### config.mk
export PLATFORM = sky130hd
export DESIGN_NAME = clock_output_status_regs
export DESIGN_NICKNAME = d
export VERILOG_FILES = /design/src/clock_output_status_pkg.sv /design/src/clock_output_status_regs.sv
export VERILOG_INCLUDE_DIRS = /design/src
export SDC_FILE = /design/constraint.sdc
export NUM_CORES = 1
export LEC_CHECK = 0
export ABC_CLOCK_PERIOD_IN_PS = 2800
export BUFFER_PORTS_ARGS = -buffer_cell sky130_fd_sc_hd__buf_2
export CORE_UTILIZATION = 50
export CTS_CLUSTER_DIAMETER = 50
export DETAILED_ROUTE_END_ITERATION = 6
export PLACE_DENSITY = 0.81
export SLEW_MARGIN = 10
export SYNTH_ARGS = -nofsm -noshare
export SYNTH_HDL_FRONTEND = slang
export SYNTH_SLANG_ARGS = --single-unit
### constraint.sdc
create_clock -name CLK_SYS -period 2.8 [get_ports CLK_SYS]
set_clock_uncertainty 0.05 [all_clocks]
set_input_delay 0.14 -clock CLK_SYS [delete_from_list [all_inputs] [get_ports CLK_SYS]]
set_output_delay 0.14 -clock CLK_SYS [all_outputs]
set_load 0.02 [all_outputs]
### src/clock_output_status_defines.svh
/*
 register offsets, field positions, reset values and fixed codes of the
 clock output and status register bank.
 assumes 16-bit register addresses and 16-bit register data.
*/
`ifndef CLOCK_OUTPUT_STATUS_DEFINES_SVH
`define CLOCK_OUTPUT_STATUS_DEFINES_SVH

// register addresses
`define ADDR_OUTPUT_CONFIG_ONE 16'h0106
`define ADDR_OUTPUT_CONFIG_TWO 16'h0108
`define ADDR_RATE_CONTROL_CONFIG 16'h0112
`define ADDR_PHASE_ALIGN_CONFIG 16'h0114
`define ADDR_PART_IDENTIFIER 16'h0120
`define ADDR_SILICON_REVISION 16'h0122
`define ADDR_LOCK_LOSS_FLAGS 16'h0124
`define ADDR_ERROR_FLAGS 16'h0126
`define ADDR_PROG_SUPPLY_CONTROL 16'h0128
`define ADDR_UNLOCK_KEY 16'h0200
`define ADDR_IMAGE_FIRST 16'h2300
`define ADDR_IMAGE_LAST 16'h230A
`define IMAGE_WORDS 6

// writable bit masks, reserved bits read zero
`define MASK_OUTPUT_CONFIG_ONE 16'hFFDF
`define MASK_OUTPUT_CONFIG_TWO 16'h9F0E
`define MASK_RATE_CONTROL_CONFIG 16'h007F
`define MASK_PHASE_ALIGN_CONFIG 16'h80DF
`define MASK_PROG_SUPPLY_CONTROL 16'h000B
`define RESET_VALUE 16'h0000

// output_config_one fields
`define BIT_CLOCK_POLARITY 7
`define BIT_CLOCK_PIN_OFF 6
`define FRAME_WIDTH_HI 4
`define FRAME_WIDTH_LO 2
`define FRAME_PULSE_POLARITY 1
`define FRAME_PULSE_PIN_OFF 0

// output_config_two fields
`define INPUT_CLOCK_POLARITY 15
`define FIRST_AUX_HI 12
`define FIRST_AUX_LO 10
`define SECOND_AUX_HI 9
`define SECOND_AUX_LO 8
`define MAIN_SOURCE_HI 3
`define MAIN_SOURCE_LO 2
`define MAIN_OUTPUT_POLARITY 1

// rate_control_config fields
`define RATE_CONTROL_ON 6
`define RATE_BIT_CLOCK_HI 5
`define RATE_BIT_CLOCK_LO 2
`define RATE_MASTER_HI 1
`define RATE_MASTER_LO 0

// phase_align_config fields
`define ALIGN_ENABLE 15
`define ALIGN_WAIT_STABLE 7
`define ALIGN_MANUAL 6
`define ALIGN_KICK 5
`define ALIGN_SPEED_HI 4
`define ALIGN_SPEED_LO 3
`define ALIGN_THRESHOLD_HI 2
`define ALIGN_THRESHOLD_LO 0

// lock_loss_flags fields
`define PHASE_LOCK_LOST_LATCHED 3
`define PHASE_LOCK_LOST 2
`define FREQ_LOCK_LOST_LATCHED 1
`define FREQ_LOCK_LOST 0

// prog_supply_control fields
`define PROG_SUPPLY_ON 3
`define REGULATOR_DISCHARGE_ON 1
`define PROG_REGULATOR_ON 0

// unlock key bytes
`define KEY_FIRST 8'hAA
`define KEY_SECOND 8'h55

// stretch limits in master-clock periods, maximum shown as all ones
`define STRETCH_ONE 8'h01
`define STRETCH_TEN 8'h0A
`define STRETCH_FIFTY 8'h32
`define STRETCH_MAX 8'hFF
`define THRESHOLD_BASE 9'h002

`endif

### src/clock_output_status_pkg.sv
/*
 types of the clock output and status register bank.
 assumes nothing beyond a SystemVerilog compiler.
*/
package clock_output_status_pkg;

   typedef enum logic [1:0] {
      KEY_LOCKED = 2'b00,
      KEY_HALF = 2'b01,
      KEY_OPEN = 2'b10
   } key_state_t;

   // sampled clock pins, all asynchronous to the system clock
   typedef struct packed {
      logic frame_pulse_raw;
      logic bit_clock_raw;
      logic alt_clock_high;
      logic alt_clock_low;
      logic master_clock;
      logic input_clock;
      logic reference_clock;
   } clock_taps_t;

   // status from the pll core, on the system clock
   typedef struct packed {
      logic freq_lock_lost;
      logic phase_lock_lost;
      logic input_clock_missing;
      logic [7:0] fault_events;
      logic [9:0] phase_offset;
      logic offset_stable;
   } core_status_t;

   // settings to the pll core
   typedef struct packed {
      logic rate_control_on;
      logic [3:0] rate_control_bit_clock_rate;
      logic [1:0] rate_control_master_rate;
      logic align_enable;
      logic align_start;
      logic [7:0] stretch_limit;
      logic [8:0] align_threshold;
      logic prog_supply_on;
      logic regulator_discharge_on;
      logic prog_regulator_on;
      logic key_open;
   } core_control_t;

   typedef struct packed {
      logic [15:0] output_config_one;
      logic [15:0] output_config_two;
      logic [15:0] rate_control_config;
      logic [15:0] phase_align_config;
      logic [1:0] lock_lost_latched;
      logic [7:0] error_flags;
      logic [15:0] prog_supply_control;
      key_state_t key_state;
      logic [5:0][15:0] image;
      logic [6:0] sync_first;
      logic [6:0] sync_second;
      logic [6:0] sync_prev;
      logic frame_pulse;
      logic [5:0] frame_count;
      logic align_start;
      logic bit_clock_pin;
      logic frame_pulse_pin;
      logic first_aux_pin;
      logic second_aux_pin;
      logic main_pin;
      logic [15:0] read_data;
      logic read_valid;
   } bank_state_t;

endpackage : clock_output_status_pkg

### src/clock_output_status_regs.sv
/*
 clock output and status register bank: output shaping and routing,
 rate control and phase alignment settings, identity, lock and error flags,
 programming supply enables, unlock key and memory image words.
 assumes the serial control port decoder drives the register port on CLK_SYS
 and the pll core status arrives on CLK_SYS; clock pins arrive asynchronously.
*/
// Contract
// bit-clock polarity bit inverts bit-clock output
// disable bits tristate bit-clock and frame-sync pins
// duty field selects frame-sync high time
// host keeps frame pulse within half frame
// frame-sync polarity bit inverts frame-sync output
// first aux field routes eight sources
// second aux field: off, unlocks, missing
// main source: master or alternate clocks
// rate-control enable bit turns rate control on
// rate-control bit-clock rate field passed on
// rate-control master rate field passed on
// stability bit waits for stable offset
// writing one to kick starts alignment once
// speed field limits frame stretch per cycle
// automatic alignment above two times two-to-n
// identifier register returns fixed part code
// revision register returns two revision counts
// live unlock bits plus write-one-clear sticky copies
// eight latching write-one-clear error flags
// three independent supply enables, off at reset
// 0xAA then 0x55 unlocks the key
// any other key byte locks again
// image words hold two bytes, reset zero
// reserved bits read zero, ignore writes; output_config_one bits 15:8 are stored and read back as written
`timescale 1ns/100ps
`default_nettype none
`include "clock_output_status_defines.svh"

module clock_output_status_regs #(
   parameter logic [15:0] PART_CODE = 16'h5A3C,
   parameter logic [7:0] REVISION = 8'h11
) (
   input wire logic CLK_SYS,
   input wire logic RESETN,
   input wire logic [15:0] REG_ADDR,
   input wire logic [15:0] REG_WDATA,
   input wire logic REG_WR,
   input wire logic REG_RD,
   output logic [15:0] REG_RDATA,
   output logic REG_RVALID,
   input wire logic IMG_LOAD,
   input wire logic [2:0] IMG_INDEX,
   input wire logic [15:0] IMG_DATA,
   input wire clock_output_status_pkg::clock_taps_t CLK_TAPS,
   input wire clock_output_status_pkg::core_status_t CORE_STATUS,
   output clock_output_status_pkg::core_control_t CORE_CONTROL,
   output logic BIT_CLOCK_O,
   output logic BIT_CLOCK_OE,
   output logic FRAME_PULSE_O,
   output logic FRAME_PULSE_OE,
   output logic FIRST_AUX_PIN,
   output logic SECOND_AUX_PIN,
   output logic MAIN_PIN
);

   clock_output_status_pkg::bank_state_t s_reg;
   clock_output_status_pkg::bank_state_t s_next;
   clock_output_status_pkg::clock_taps_t taps;
   logic [2:0] width_code;
   logic [2:0] aux_one;
   logic [1:0] aux_two;
   logic [1:0] main_src;
   logic [2:0] thr_code;
   logic [8:0] threshold;
   logic input_clock;
   logic main_clock;
   logic bit_edge;
   logic frame_edge;
   logic wr_hit_key;
   logic [15:0] lock_word;
   logic [3:0] img_slot;
   logic img_hit;

   always_comb begin
      taps = s_reg.sync_second;
      width_code = s_reg.output_config_one[`FRAME_WIDTH_HI:`FRAME_WIDTH_LO];
      aux_one = s_reg.output_config_two[`FIRST_AUX_HI:`FIRST_AUX_LO];
      aux_two = s_reg.output_config_two[`SECOND_AUX_HI:`SECOND_AUX_LO];
      main_src = s_reg.output_config_two[`MAIN_SOURCE_HI:`MAIN_SOURCE_LO];
      thr_code = s_reg.phase_align_config[`ALIGN_THRESHOLD_HI:`ALIGN_THRESHOLD_LO];
      threshold = `THRESHOLD_BASE << thr_code;
      input_clock = taps.input_clock ^ s_reg.output_config_two[`INPUT_CLOCK_POLARITY];
      bit_edge = taps.bit_clock_raw & ~s_reg.sync_prev[5];
      frame_edge = taps.frame_pulse_raw & ~s_reg.sync_prev[6];
      wr_hit_key = REG_WR && (REG_ADDR == `ADDR_UNLOCK_KEY);
      img_slot = 4'(REG_ADDR[4:1]);
      img_hit = (REG_ADDR >= `ADDR_IMAGE_FIRST) && (REG_ADDR <= `ADDR_IMAGE_LAST)
         && !REG_ADDR[0];
      lock_word = {12'h000, s_reg.lock_lost_latched[1], CORE_STATUS.phase_lock_lost,
         s_reg.lock_lost_latched[0], CORE_STATUS.freq_lock_lost};
      case (main_src)
         2'b00: main_clock = taps.master_clock;
         2'b10: main_clock = taps.alt_clock_low;
         2'b11: main_clock = taps.alt_clock_high;
         default: main_clock = 1'b0;
      endcase
   end

   always_comb begin
      s_next = s_reg;
      s_next.sync_first = CLK_TAPS;
      s_next.sync_second = s_reg.sync_first;
      s_next.sync_prev = s_reg.sync_second;
      s_next.read_valid = 1'b0;
      s_next.align_start = 1'b0;

      // frame pulse shaping on bit-clock rising edges
      if (width_code == 3'b000 || width_code == 3'b111) begin
         s_next.frame_pulse = taps.frame_pulse_raw;
         s_next.frame_count = 6'h00;
      end else if (frame_edge) begin
         s_next.frame_pulse = 1'b1;
         s_next.frame_count = 6'(6'h01 << (width_code - 3'b001));
      end else if (bit_edge && s_reg.frame_pulse) begin
         if (s_reg.frame_count <= 6'h01) begin
            s_next.frame_pulse = 1'b0;
            s_next.frame_count = 6'h00;
         end else begin
            s_next.frame_count = s_reg.frame_count - 6'h01;
         end
      end

      s_next.bit_clock_pin = taps.bit_clock_raw
         ^ s_reg.output_config_one[`BIT_CLOCK_POLARITY];
      s_next.frame_pulse_pin = s_reg.frame_pulse
         ^ s_reg.output_config_one[`FRAME_PULSE_POLARITY];
      s_next.main_pin = main_clock ^ s_reg.output_config_two[`MAIN_OUTPUT_POLARITY];
      case (aux_one)
         3'b000: s_next.first_aux_pin = taps.reference_clock;
         3'b001: s_next.first_aux_pin = input_clock;
         3'b010: s_next.first_aux_pin = s_reg.main_pin;
         3'b011: s_next.first_aux_pin = CORE_STATUS.freq_lock_lost;
         3'b100: s_next.first_aux_pin = CORE_STATUS.phase_lock_lost;
         3'b101: s_next.first_aux_pin = s_reg.bit_clock_pin;
         3'b110: s_next.first_aux_pin = s_reg.frame_pulse_pin;
         default: s_next.first_aux_pin = CORE_STATUS.input_clock_missing;
      endcase
      case (aux_two)
         2'b01: s_next.second_aux_pin = CORE_STATUS.freq_lock_lost;
         2'b10: s_next.second_aux_pin = CORE_STATUS.phase_lock_lost;
         2'b11: s_next.second_aux_pin = CORE_STATUS.input_clock_missing;
         default: s_next.second_aux_pin = 1'b0;
      endcase

      // automatic alignment start
      if (s_reg.phase_align_config[`ALIGN_ENABLE]
            && !s_reg.phase_align_config[`ALIGN_MANUAL]
            && ({1'b0, CORE_STATUS.phase_offset} > {1'b0, threshold})
            && (!s_reg.phase_align_config[`ALIGN_WAIT_STABLE]
               || CORE_STATUS.offset_stable)) begin
         s_next.align_start = 1'b1;
      end

      // register writes
      if (REG_WR) begin
         case (REG_ADDR)
            `ADDR_OUTPUT_CONFIG_ONE:
               s_next.output_config_one = REG_WDATA & `MASK_OUTPUT_CONFIG_ONE;
            `ADDR_OUTPUT_CONFIG_TWO:
               s_next.output_config_two = REG_WDATA & `MASK_OUTPUT_CONFIG_TWO;
            `ADDR_RATE_CONTROL_CONFIG:
               s_next.rate_control_config = REG_WDATA & `MASK_RATE_CONTROL_CONFIG;
            `ADDR_PHASE_ALIGN_CONFIG: begin
               s_next.phase_align_config = REG_WDATA & `MASK_PHASE_ALIGN_CONFIG;
               if (REG_WDATA[`ALIGN_KICK] && REG_WDATA[`ALIGN_MANUAL]
                     && REG_WDATA[`ALIGN_ENABLE]) begin
                  s_next.align_start = 1'b1;
               end
            end
            `ADDR_LOCK_LOSS_FLAGS: begin
               if (REG_WDATA[`FREQ_LOCK_LOST_LATCHED]) begin
                  s_next.lock_lost_latched[0] = 1'b0;
               end
               if (REG_WDATA[`PHASE_LOCK_LOST_LATCHED]) begin
                  s_next.lock_lost_latched[1] = 1'b0;
               end
            end
            `ADDR_ERROR_FLAGS:
               s_next.error_flags = s_reg.error_flags & ~REG_WDATA[7:0];
            `ADDR_PROG_SUPPLY_CONTROL:
               s_next.prog_supply_control = REG_WDATA & `MASK_PROG_SUPPLY_CONTROL;
            default: begin
               if (img_hit) begin
                  s_next.image[img_slot] = REG_WDATA;
               end
            end
         endcase
      end

      // key sequence
      if (wr_hit_key) begin
         if (REG_WDATA[7:0] == `KEY_FIRST) begin
            s_next.key_state = clock_output_status_pkg::KEY_HALF;
         end else if (REG_WDATA[7:0] == `KEY_SECOND
               && s_reg.key_state == clock_output_status_pkg::KEY_HALF) begin
            s_next.key_state = clock_output_status_pkg::KEY_OPEN;
         end else begin
            s_next.key_state = clock_output_status_pkg::KEY_LOCKED;
         end
      end

      // memory image load from the programmable memory side wins over the host
      if (IMG_LOAD && IMG_INDEX < 3'(`IMAGE_WORDS)) begin
         s_next.image[IMG_INDEX] = IMG_DATA;
      end

      // hardware sets win over software clears
      s_next.lock_lost_latched = s_next.lock_lost_latched
         | {CORE_STATUS.phase_lock_lost, CORE_STATUS.freq_lock_lost};
      s_next.error_flags = s_next.error_flags | CORE_STATUS.fault_events;

      // register reads
      if (REG_RD) begin
         s_next.read_valid = 1'b1;
         case (REG_ADDR)
            `ADDR_OUTPUT_CONFIG_ONE: s_next.read_data = s_reg.output_config_one;
            `ADDR_OUTPUT_CONFIG_TWO: s_next.read_data = s_reg.output_config_two;
            `ADDR_RATE_CONTROL_CONFIG: s_next.read_data = s_reg.rate_control_config;
            `ADDR_PHASE_ALIGN_CONFIG: s_next.read_data = s_reg.phase_align_config;
            `ADDR_PART_IDENTIFIER: s_next.read_data = PART_CODE;
            `ADDR_SILICON_REVISION: s_next.read_data = {8'h00, REVISION};
            `ADDR_LOCK_LOSS_FLAGS: s_next.read_data = lock_word;
            `ADDR_ERROR_FLAGS: s_next.read_data = {8'h00, s_reg.error_flags};
            `ADDR_PROG_SUPPLY_CONTROL: s_next.read_data = s_reg.prog_supply_control;
            default: begin
               if (img_hit) begin
                  s_next.read_data = s_reg.image[img_slot];
               end else begin
                  s_next.read_data = 16'h0000;
               end
            end
         endcase
      end
   end

   always_ff @(posedge CLK_SYS or negedge RESETN) begin
      if (!RESETN) begin
         s_reg <= '0;
      end else begin
         s_reg <= s_next;
      end
   end

   always_comb begin
      REG_RDATA = s_reg.read_data;
      REG_RVALID = s_reg.read_valid;
      BIT_CLOCK_O = s_reg.bit_clock_pin;
      BIT_CLOCK_OE = !s_reg.output_config_one[`BIT_CLOCK_PIN_OFF];
      FRAME_PULSE_O = s_reg.frame_pulse_pin;
      FRAME_PULSE_OE = !s_reg.output_config_one[`FRAME_PULSE_PIN_OFF];
      FIRST_AUX_PIN = s_reg.first_aux_pin;
      SECOND_AUX_PIN = s_reg.second_aux_pin;
      MAIN_PIN = s_reg.main_pin;
      CORE_CONTROL.rate_control_on = s_reg.rate_control_config[`RATE_CONTROL_ON];
      CORE_CONTROL.rate_control_bit_clock_rate =
         s_reg.rate_control_config[`RATE_BIT_CLOCK_HI:`RATE_BIT_CLOCK_LO];
      CORE_CONTROL.rate_control_master_rate =
         s_reg.rate_control_config[`RATE_MASTER_HI:`RATE_MASTER_LO];
      CORE_CONTROL.align_enable = s_reg.phase_align_config[`ALIGN_ENABLE];
      CORE_CONTROL.align_start = s_reg.align_start;
      case (s_reg.phase_align_config[`ALIGN_SPEED_HI:`ALIGN_SPEED_LO])
         2'b00: CORE_CONTROL.stretch_limit = `STRETCH_ONE;
         2'b01: CORE_CONTROL.stretch_limit = `STRETCH_TEN;
         2'b10: CORE_CONTROL.stretch_limit = `STRETCH_FIFTY;
         default: CORE_CONTROL.stretch_limit = `STRETCH_MAX;
      endcase
      CORE_CONTROL.align_threshold = threshold;
      CORE_CONTROL.prog_supply_on = s_reg.prog_supply_control[`PROG_SUPPLY_ON];
      CORE_CONTROL.regulator_discharge_on =
         s_reg.prog_supply_control[`REGULATOR_DISCHARGE_ON];
      CORE_CONTROL.prog_regulator_on = s_reg.prog_supply_control[`PROG_REGULATOR_ON];
      CORE_CONTROL.key_open = (s_reg.key_state == clock_output_status_pkg::KEY_OPEN);
   end
endmodule : clock_output_status_regs
`default_nettype wire

==> results.yml, run 1 <==
outcome:
  outcome: "completed"
pwr:
  p_per_area_nw_per_um2: 559.2
  p_leak_nw: 5.758
  vdd.ir_drop.worst_uv: 362.3
synth:
  synthFlopType: "dfrtp_1"
  syn_avg_cell_area_um2: 9.470
  synth_fp_nets: 1210
  ys_seq_elements: 196
  synth_edf_count: 0
  ys_warn_count: 0
  ys_seq_area_share_pct: 46.66
  synthCells: 1110
  ys_types: 60
  synthArstFlopShare_pct: 100.0
  synth_area_um2: 10510
cts:
  cts.clk_slew.worst_paths_ns: 0.07
  cts_tree: "built"
  cts_buffers: 17
  h-tree-depth: 4
  cts.sinks: 196
  postCtsSetupBuffers: 0
  cts-root-buf: "clkbuf_16"
  cts_max_path_buffers: 2
  clock_latency_ns: 0.45
worst_setup_path:
  crit_fanout: 10
  cp.required_ns: 3.06
  arrival_ns: 2.57
  critPathKind: "reg2reg"
  crit_path_start_kind: "register"
  cp-end-kind: "register"
route:
  drt-total-wl_mm: 31.22
  routedWlPerCell_um: 20.37
  drt-met1-wl_mm: 12.06
  antenna_left: 0
  drc_errors: 0
  routed.top_layer: "met4"
  dr_wl_met3_mm: 2.873
  dr.pass1.iters: 6
  wl_met2_mm: 14.93
  vias: 9324
  vias_per_cell: 6.082
  drtIter0Drc: 1068
sta:
  worstMarginPinSlew_ns: 1.196
  fin_ws_ns: 0.4869
  setup_viol: 0
  max_slew_margin_pct: 19.45
  timing.setup.tns_ns: 0
  rsz0062_at_grt: "no"
  slew_viol_final: 0
  min_period_ns: 2.313
  period_share_pct: 82.61
  finalHoldViolCount: 0
  max_freq_mhz: 432.3
  holdWs_ns: 0.03606
place:
  pre_cts_ws_ns: 0.4602
  dp_hpwl_mm: 21.31
  gp_congestion: 0.9229
  io_buffers: 137
grt:
  grt_overflow_total: 0
  grt_pass1_vias: 9219
  antenna_found_initial: 3
  track_usage_pct: 29.64
  grt_pass1_wl_mm: 49.19
  grt_max_degree: 77
floorplan:
  rows: 52
  start_util_pct: 51.45
  die_width_um: 147.0
  die_height_um: 147.0
  die_area_um2: 21610
  core_um2: 20430
  ios: 139
finish:
  final_nets: 1349
  area_delta_synth_final_pct: 17.69
  largest_reg_flops: 139
  drive_above_1_share_pct: 22.94
  fin_util_pct: 60.55
  fillers: 1658
  layout_commonest_cell: "nand2_1"
  final_cell_mix: "nand2_1, dfrtp_1, nor2_1, buf_2, a31oi_1"
hold_path:
  hold_path.class: "in2reg"
flow_run:
  maxCapViolations: 0
through the flow:
stage	instances	power [mW]	cell area, um^2
after floorplan	1110	3.933	10510
after global placement	1452	4.232	11270
after detailed placement	1452	4.296	11270
after CTS	1530	6.909	12360
after global routing	1532	7.168	12370
final	1533	6.917	12370
per-layer routing:
layer / vias up / global-route usage, %
met1: 4488 / 37.66
met5: - / 0
met2: 566 / 48.82
met4: 0 / 14.02
met3: 126 / 5.932
li1: 4144 / -
area by class of cell:
class | instances | area [um^2] | share of cell area, %
inverters | 23 | 86.33 | 0.6979
repair buffers | 219 | 1455 | 11.76
multi-input cells | 792 | 4970 | 40.17
flip-flops and latches | 196 | 4905 | 39.65
well taps | 270 | 337.8 | 2.731
diodes | 3 | 7.507 | 0.06069
clock buffers | 19 | 432.9 | 3.500
clock inverters | 11 | 176.4 | 1.426
where the power goes:
part / internal (mW) / switching [mW] / total (mW)
combinational: 0.456 / 0.553 / 1.01
clock: 1.49 / 1.09 / 2.58
sequential: 3.15 / 0.179 / 3.33
total: 5.10 / 1.82 / 6.92
synthesized netlist by cell type (5+ instances only):
cell type  count  share of area (%)
nand2_1      231                8.2
mux4_2        17                3.6
a31oi_1      103                6.1
o21ai_0       14               0.67
o22ai_1       10               0.60
nor2_1       142                5.1
a22o_1         7               0.58
dfrtp_1      196                 47
xor2_1         5               0.42
or2_2          6               0.36
a21o_1        11               0.79
nor4b_1        5               0.42
nand4_1        5               0.30
inv_1         23               0.82
a21oi_1       25                1.2
clkbuf_1      42                1.5
nand2b_1       9               0.54
mux2_2        35                3.7
a211oi_1      12               0.86
ha_1          15                1.8
a22oi_1       12               0.86
nand3_1       14               0.67
nor3_1        14               0.67
mux2_4        10                1.4
mux2i_1       22                2.1
nor3_4         7                1.1
buf_2         17               0.81
buf_4         34                2.4
nor2b_1        9               0.54
final timing paths:
path / from / end / slack [ns] / cells past startpoint
setup / recovery: s_reg[176]$_DFFE_PN0P_ / CORE_CONTROL[21]$_DFF_PN0_ / 0.49 / 8
max in group asynchronous: RESETN / CORE_CONTROL[26]$_DFFE_PN0P_ / 1.51 / 3
min in group asynchronous: RESETN / s_reg[27]$_DFFE_PN0P_ / 0.25 / 2
hold reg to reg: s_next[38]$_DFF_PN0_ / taps[1]$_DFF_PN0_ / 0.30 / 0
setup reg to reg: s_reg[176]$_DFFE_PN0P_ / CORE_CONTROL[21]$_DFF_PN0_ / 0.49 / 8
hold / removal: CORE_STATUS[9] / CORE_CONTROL[21]$_DFF_PN0_ / 0.04 / 4
worst max-delay path, cell delays in order (launching register included):
cell     delay [ns]
dfrtp_1        0.51
or3b_2         0.50
ha_1           0.30
a21oi_1        0.15
nor2b_1        0.06
o21ai_0        0.15
a21oi_1        0.09
o41ai_1        0.24
o21ai_0        0.13
timing repair:
item,in CTS,in global routing
setup endpoints to repair,0,0
hold endpoints to repair,186,0
hold buffers,48,0
gates resized for setup,0,0
kinds of logic after synthesis:
group,count (synthesis),share of synthesized area [%]
AND/OR/NAND/NOR,479,21.30
multiplexers,84,10.92
other,1,0.03568
XOR/XNOR,5,0.4166
buffers and inverters,122,6.059
adder cells (fa/ha/maj),15,1.786
flip-flops,196,46.66
AO/OA/AOI/OAI,208,12.83
No activity file was read; power rests on OpenSTA's default activity.
==> inputs of run 2 (changes only) <==
--- a/config.mk
+++ b/config.mk
@@ -6,12 +6,13 @@
 export SDC_FILE = /design/constraint.sdc
 export NUM_CORES = 1
 export LEC_CHECK = 0
-export ABC_CLOCK_PERIOD_IN_PS = 2800
+export ABC_AREA = 1
+export ABC_CLOCK_PERIOD_IN_PS = 2100
 export BUFFER_PORTS_ARGS = -buffer_cell sky130_fd_sc_hd__buf_2
 export CORE_UTILIZATION = 50
 export CTS_CLUSTER_DIAMETER = 50
 export DETAILED_ROUTE_END_ITERATION = 6
-export PLACE_DENSITY = 0.81
+export PLACE_DENSITY = 0.83
 export SLEW_MARGIN = 10
 export SYNTH_ARGS = -nofsm -noshare
 export SYNTH_HDL_FRONTEND = slang
==> constraint.sdc (replaced) <==
create_clock -name CLK_SYS -period 2.1 [get_ports CLK_SYS]
set_clock_uncertainty 0.05 [all_clocks]
set_input_delay 0.105 -clock CLK_SYS [delete_from_list [all_inputs] [get_ports CLK_SYS]]
set_output_delay 0.105 -clock CLK_SYS [all_outputs]
set_load 0.02 [all_outputs]
==> run 2 against run 1 <==
Compared with the run above: the flow now finishes with violations (DRC); first-iteration DRC count up 18%; register-to-register slack got worse by 0.35 ns; utilization is 0.38 points lower; cell area increased by 5.8%; sequential power increased by 31%; critical path depth up 4; worst setup slack got worse by 0.35 ns; sequential share of layout area shrank 2.2 points; combinational power is 59% higher; count of clock-buffer cells in the layout grew 1; largest cell class is now flip-flops and latches; largest power group unchanged.
==> results.yml, run 2 <==
outcome:
  outcome: "complete, but fails checks"
  violations: "DRC"
worst_setup_path:
  arrival_ns: 2.28
  crit_path_start_kind: "register"
  cp-end-kind: "register"
  cp.required_ns: 2.42
  ff2ff_setup_slack_ns: 0.14
  crit_fanout: 4
  critPathKind: "reg2reg"
cts:
  cts-root-buf: "clkbuf_16"
  cts_max_path_buffers: 2
  cts_tree: "built"
  h-tree-depth: 4
  postCtsSetupBuffers: 0
  cts_buffers: 17
  cts.clk_slew.worst_paths_ns: 0.07
  clock_latency_ns: 0.44
  cts.sinks: 196
synth:
  synthTopCellsByCount: "nand2_1, inv_1, dfrtp_1"
  synthFlopType: "dfrtp_1"
  synthArstFlopShare_pct: 100.0
  synthCells: 1447
  synth.largest_area_cell: "dfrtp_1"
  synth.top_cell.area_share_pct: 44.26
  syn_avg_cell_area_um2: 7.658
  synth_area_um2: 11080
  ys_warn_count: 0
  synth_fp_nets: 1547
  synth.top_cells.by_area: "dfrtp_1, nand2_1, o211ai_1"
  ys_types: 45
  ys_seq_area_share_pct: 44.26
  yosysMostFrequentCell: "nand2_1"
  synth_edf_count: 0
  ys_seq_elements: 196
finish:
  multi_input_area_um2: 4848
  antennaDiodeCount: 0
  final_nets: 1698
  fillers: 1896
  area_delta_synth_final_pct: 18.14
  layout_commonest_cell: "nand2_1"
  largest_reg_flops: 139
  final_cell_mix: "nand2_1, inv_1, dfrtp_1, buf_2, o21ai_0"
  seq_area_um2: 4905
  drive_above_1_share_pct: 16.26
  fin_util_pct: 60.17
pwr:
  p_leak_nw: 6.740
  power.net_switching_mw: 2.625
  p_sw_share_pct: 28.58
  vdd.ir_drop.worst_uv: 446.2
  comb_power_share_pct: 17.5
  power_frac_clock_pct: 35.1
  internal_power_mw: 6.559
  p_per_area_nw_per_um2: 701.6
  power_frac_seq_pct: 47.4
route:
  drt-total-wl_mm: 32.63
  routedWlPerCell_um: 17.26
  dr.pass1.iters: 7
  antenna_left: 0
  vias: 10530
  drc_errors: 1
  drtIter0Drc: 1263
  vias_per_cell: 5.570
place:
  dp_hpwl_mm: 22.94
  gp_congestion: 0.9863
  io_buffers: 137
  pre_cts_ws_ns: 0.1491
floorplan:
  start_util_pct: 50.93
  rows: 54
  ios: 139
  die_width_um: 150.9
  die_area_um2: 22760
  die_height_um: 150.9
  core_um2: 21760
sta:
  timing.setup.tns_ns: 0
  min_period_ns: 1.958
  fin_ws_ns: 0.1418
  slew_viol_final: 0
  period_share_pct: 93.25
  worstMarginPinSlew_ns: 0.5536
  max_freq_mhz: 510.7
  finalHoldViolCount: 0
  setup_viol: 0
  max_slew_margin_pct: 62.99
grt:
  grt_pass1_vias: 9713
  grt_overflow_total: 0
  track_usage_pct: 29.46
  grt_pass1_wl_mm: 51.59
  grt_max_degree: 61
  antenna_found_initial: 0
flow_run:
  maxCapViolations: 0
hold_path:
  hold_path.class: "in2reg"
==> run 2: changes by cell type after synthesis, moves of 65 or more <==
cell / delta
inv_1: +183
o211ai_1: +115
a31oi_1: -100
nand2_1: +115
o21ai_0: +120
o21ai_1: +65
nor2_1: -75
==> run 2: final cells by class <==
cell class | instances | share of cell area [%]
Clock buffer | 20 | 3.489
Inverter | 212 | 6.108
Sequential cell | 196 | 37.47
Multi-Input combinational cell | 937 | 37.04
Timing Repair Buffer | 234 | 12.32
Tap cell | 280 | 2.676
Clock inverter | 12 | 0.8985
==> run 2: through the flow <==
| stage | std cells | power, mW | area, um^2 | hold WS (ns) |
|---|---|---|---|---|
| 2_1_floorplan | 1447 | 5.401 | 11120 | -0.2406 |
| 3_3_place_gp | 1813 | 5.854 | 12050 | 0.08297 |
| 3_5_place_dp | 1813 | 5.920 | 12050 | 0.08515 |
| 4_1_cts | 1891 | 9.191 | 13090 | 0.003656 |
| 5_1_grt | 1891 | 9.643 | 13090 | 0.009147 |
| 6_report | 1891 | 9.183 | 13090 | 0.007060 |
==> run 2: power groups by stage <==
stage          clock network (mW)  registers (mW)  logic (mW)
3_5_place_dp                    0            4.42        1.50
3_3_place_gp                    0            4.40        1.45
2_1_floorplan                   0            4.38        1.02
5_1_grt                      3.41            4.39        1.84
4_1_cts                      3.25            4.35        1.59
6_report                     3.22            4.36        1.61
==> run 2: worst max-delay path, cell delays in order (launching register included) <==
cell and delay [ns]:
dfrtp_1 0.35, inv_1 0.12, nor3_4 0.23, inv_1 0.07
ha_1 0.27, inv_1 0.03, nor2_1 0.14, nand3_1 0.12
nor3_2 0.16, nand2_1 0.09, o2111ai_1 0.11, nand3_1 0.10
nand2_1 0.07
==> run 2: cells by family after synthesis <==
| family | share of synthesized area [%] |
|---|---|
| other | 0.03384 |
| DFF | 44.26 |
| adders and majority gates | 1.694 |
| AOI/OAI and AO/OA | 19.21 |
| and+or+nand+nor | 21.65 |
| buffers and inverters | 12.40 |
| xor gates and xnor gates | 0.5533 |
| muxes | 0.2032 |
==> run 2: routing by layer <==
layer | up-vias | part of all wire (%) | global-route usage [%]
met5 | - | 0 | 0
met4 | 0 | 3.3 | 11.45
met3 | 89 | 9.0 | 4.940
met2 | 548 | 46 | 46.22
met1 | 4877 | 42 | 40.67
li1 | 5018 | - | -
==> run 2: path summary, 6_finish.rpt <==
path,start,cells past startpoint,end
setup / recovery,s_reg[176]$_DFFE_PN0P_,12,CORE_CONTROL[21]$_DFF_PN0_
setup reg to reg,s_reg[176]$_DFFE_PN0P_,12,CORE_CONTROL[21]$_DFF_PN0_
hold reg to reg,s_next[41]$_DFF_PN0_,0,taps[4]$_DFF_PN0_
hold / removal,REG_WDATA[14],2,s_reg[237]$_DFFE_PN0P_
min in group asynchronous,RESETN,2,s_reg[171]$_DFF_PN0_
max in group asynchronous,RESETN,3,main_src[0]$_DFFE_PN0P_
==> run 2: what timing repair did <==
item,CTS,global route
hold buffers,46,0
resized for setup,0,1
endpoints found under the hold margin,142,0
setup endpoints to repair,0,1
==> inputs of run 3 (changes only) <==
==> constraint.sdc (replaced) <==
create_clock -name CLK_SYS -period 2.1 [get_ports CLK_SYS]
set_clock_uncertainty 0.05 [all_clocks]
set_input_delay 0.21 -clock CLK_SYS [delete_from_list [all_inputs] [get_ports CLK_SYS]]
set_output_delay 0.21 -clock CLK_SYS [all_outputs]
set_load 0.02 [all_outputs]
==> run 3 against run 2 <==
Compared with the run above: the run now ends clean; cell count down 1.7%; register-to-register slack better by 0.06 ns; global-route usage down 0.35 points; critical path type unchanged; largest cell class unchanged; largest power group unchanged.
==> results.yml, run 3 (synthesized netlist as in run 2, its figures left out) <==
outcome:
  outcome: "completed"
sta:
  min_period_ns: 1.899
  period_share_pct: 90.42
  rsz0062_at_grt: "no"
  slew_viol_final: 0
  finalHoldViolCount: 0
  max_freq_mhz: 526.6
  worstMarginPinSlew_ns: 0.5300
  max_slew_margin_pct: 64.63
  timing.setup.tns_ns: 0
  setup_viol: 0
floorplan:
  core_um2: 21760
  ios: 139
  start_util_pct: 50.93
  rows: 54
  die_area_um2: 22760
  die_height_um: 150.9
  die_width_um: 150.9
finish:
  drive_above_1_share_pct: 16.41
  multi_input_area_um2: 4848
  area_delta_synth_final_pct: 15.35
  final_nets: 1665
  final_cell_mix: "nand2_1, inv_1, dfrtp_1, buf_2, o21ai_0"
  seq_area_um2: 4905
  fillers: 1940
  largest_reg_flops: 139
  final_cells: 1859
  layout_commonest_cell: "nand2_1"
grt:
  grt_pass1_wl_mm: 50.89
  gr-usage-met1_pct: 40.70
  antenna_found_initial: 1
  use_met3_pct: 4.398
  use_met2_pct: 45.50
  grt_max_degree: 56
  grt.busiest_layer: "met2"
  grt_overflow_total: 0
  track_usage_pct: 29.10
  grt_pass1_vias: 9634
worst_setup_path:
  r2r-start: "s_reg[175]$_DFFE_PN0P_"
  crit_fanout: 4
  startpoint: "s_reg[175]$_DFFE_PN0P_"
  cp.required_ns: 2.43
  cp-end-kind: "register"
  crit_path_start_kind: "register"
  arrival_ns: 2.23
  critPathKind: "reg2reg"
cts:
  cts.sinks: 196
  cts_buffers: 17
  clock_latency_ns: 0.44
  cts_tree: "built"
  cts_max_path_buffers: 2
  cts.clk_slew.worst_paths_ns: 0.08
  postCtsSetupBuffers: 0
  cts-root-buf: "clkbuf_16"
  h-tree-depth: 4
route:
  drt-total-wl_mm: 32.52
  antenna_left: 0
  dr.pass1.iters: 6
  routedWlPerCell_um: 17.49
  drtIter0Drc: 1246
  vias_per_cell: 5.687
  vias: 10570
  drc_errors: 0
pwr:
  p_leak_nw: 6.606
  p_sw_share_pct: 30.28
  power_frac_clock_pct: 35.5
  p_per_area_nw_per_um2: 716.2
  power_frac_seq_pct: 47.6
  comb_power_share_pct: 16.9
  power_mw: 9.153
  vdd.ir_drop.worst_uv: 477.8
  internal_power_mw: 6.381
  power.net_switching_mw: 2.772
flow_run:
  maxCapViolations: 0
hold_path:
  hold_path.class: "in2reg"
  min_from: "CORE_STATUS[21]"
place:
  placedCellCount: 1809
  dp_hpwl_mm: 23.04
  io_buffers: 137
  gp_congestion: 1.001
[run 3: cell count changes in the layout (fill, tap and decap cells not counted)]
| cell | delta |
|---|---|
| dlygate4sd3_1 | -29 |
| buf_4 | -4 |
| clkinv_2 | -3 |
| inv_8 | +3 |
| clkbuf_8 | -2 |
| clkinv_4 | +2 |
| clkinv_8 | +2 |
| bufinv_16 | -1 |
| clkbuf_1 | -1 |
| clkinvlp_4 | -1 |
| diode_2 | +1 |
| inv_6 | +1 |
[run 3: per-stage QoR]
step           instance area, um^2  setup slack [ns]  hold WS, ns  utilization [%]
6_report                     12780            0.2011      0.03741            58.75
5_1_grt                      12780          0.005223      0.04380            58.74
4_1_cts                      12770            0.1222     0.009703            58.71
3_5_place_dp                 12020           0.09519       0.1529            55.25
3_3_place_gp                 12020            0.1923       0.1543            55.25
2_1_floorplan                11120           0.03565      -0.1356                -
[run 3: final timing paths]
kind	to	slack, ns	depth (start not counted)
hold / removal	lock_word[1]$_DFF_PN0_	0.04	3
setup / recovery	CORE_CONTROL[21]$_DFF_PN0_	0.20	12
hold reg to reg	taps[3]$_DFF_PN0_	0.30	0
min in group asynchronous	s_reg[175]$_DFFE_PN0P_	0.25	2
setup reg to reg	CORE_CONTROL[21]$_DFF_PN0_	0.20	12
max in group asynchronous	s_reg[110]$_DFF_PN0_	1.09	3
[run 3: final cells by class]
cell class,count,share of cell area (%)
inverter,212,6.256
timing repair buffer,201,10.11
clock inverter,15,1.233
sequential,196,38.37
tap,280,2.741
clock buffer,17,3.328
antenna,1,0.01958
multi-input combinational,937,37.93
[run 3: what timing repair did]
action,4_1_cts,5_1_grt
endpoints found under the setup margin,0,1
hold buffers,17,0
gates resized for setup,0,1
hold endpoints to repair,65,0
[run 3: power by group through the flow]
stage	clock network [mW]	registers [mW]	logic, mW
global placement	0	4.40	1.44
finish	3.25	4.35	1.55
CTS	3.28	4.34	1.53
floorplan	0	4.38	1.02
global route	3.40	4.39	1.77
detailed placement	0	4.42	1.49
[run 3: critical path, cell delays in order, from the launching register on]
cell	delay (ns)
dfrtp_1	0.36
inv_1	0.12
nor3_4	0.19
inv_1	0.08
ha_1	0.27
inv_1	0.03
nor2_1	0.15
nand3_1	0.11
nor3_2	0.15
nand2_1	0.07
o2111ai_1	0.09
nand3_1	0.10
nand2_1	0.07
[run 3: per-layer routing]
metal / up-vias / share of wire [%]
met5: - / 0
li1: 4962 / -
met4: 0 / 3.3
met2: 580 / 45
met3: 88 / 9.3
met1: 4943 / 42
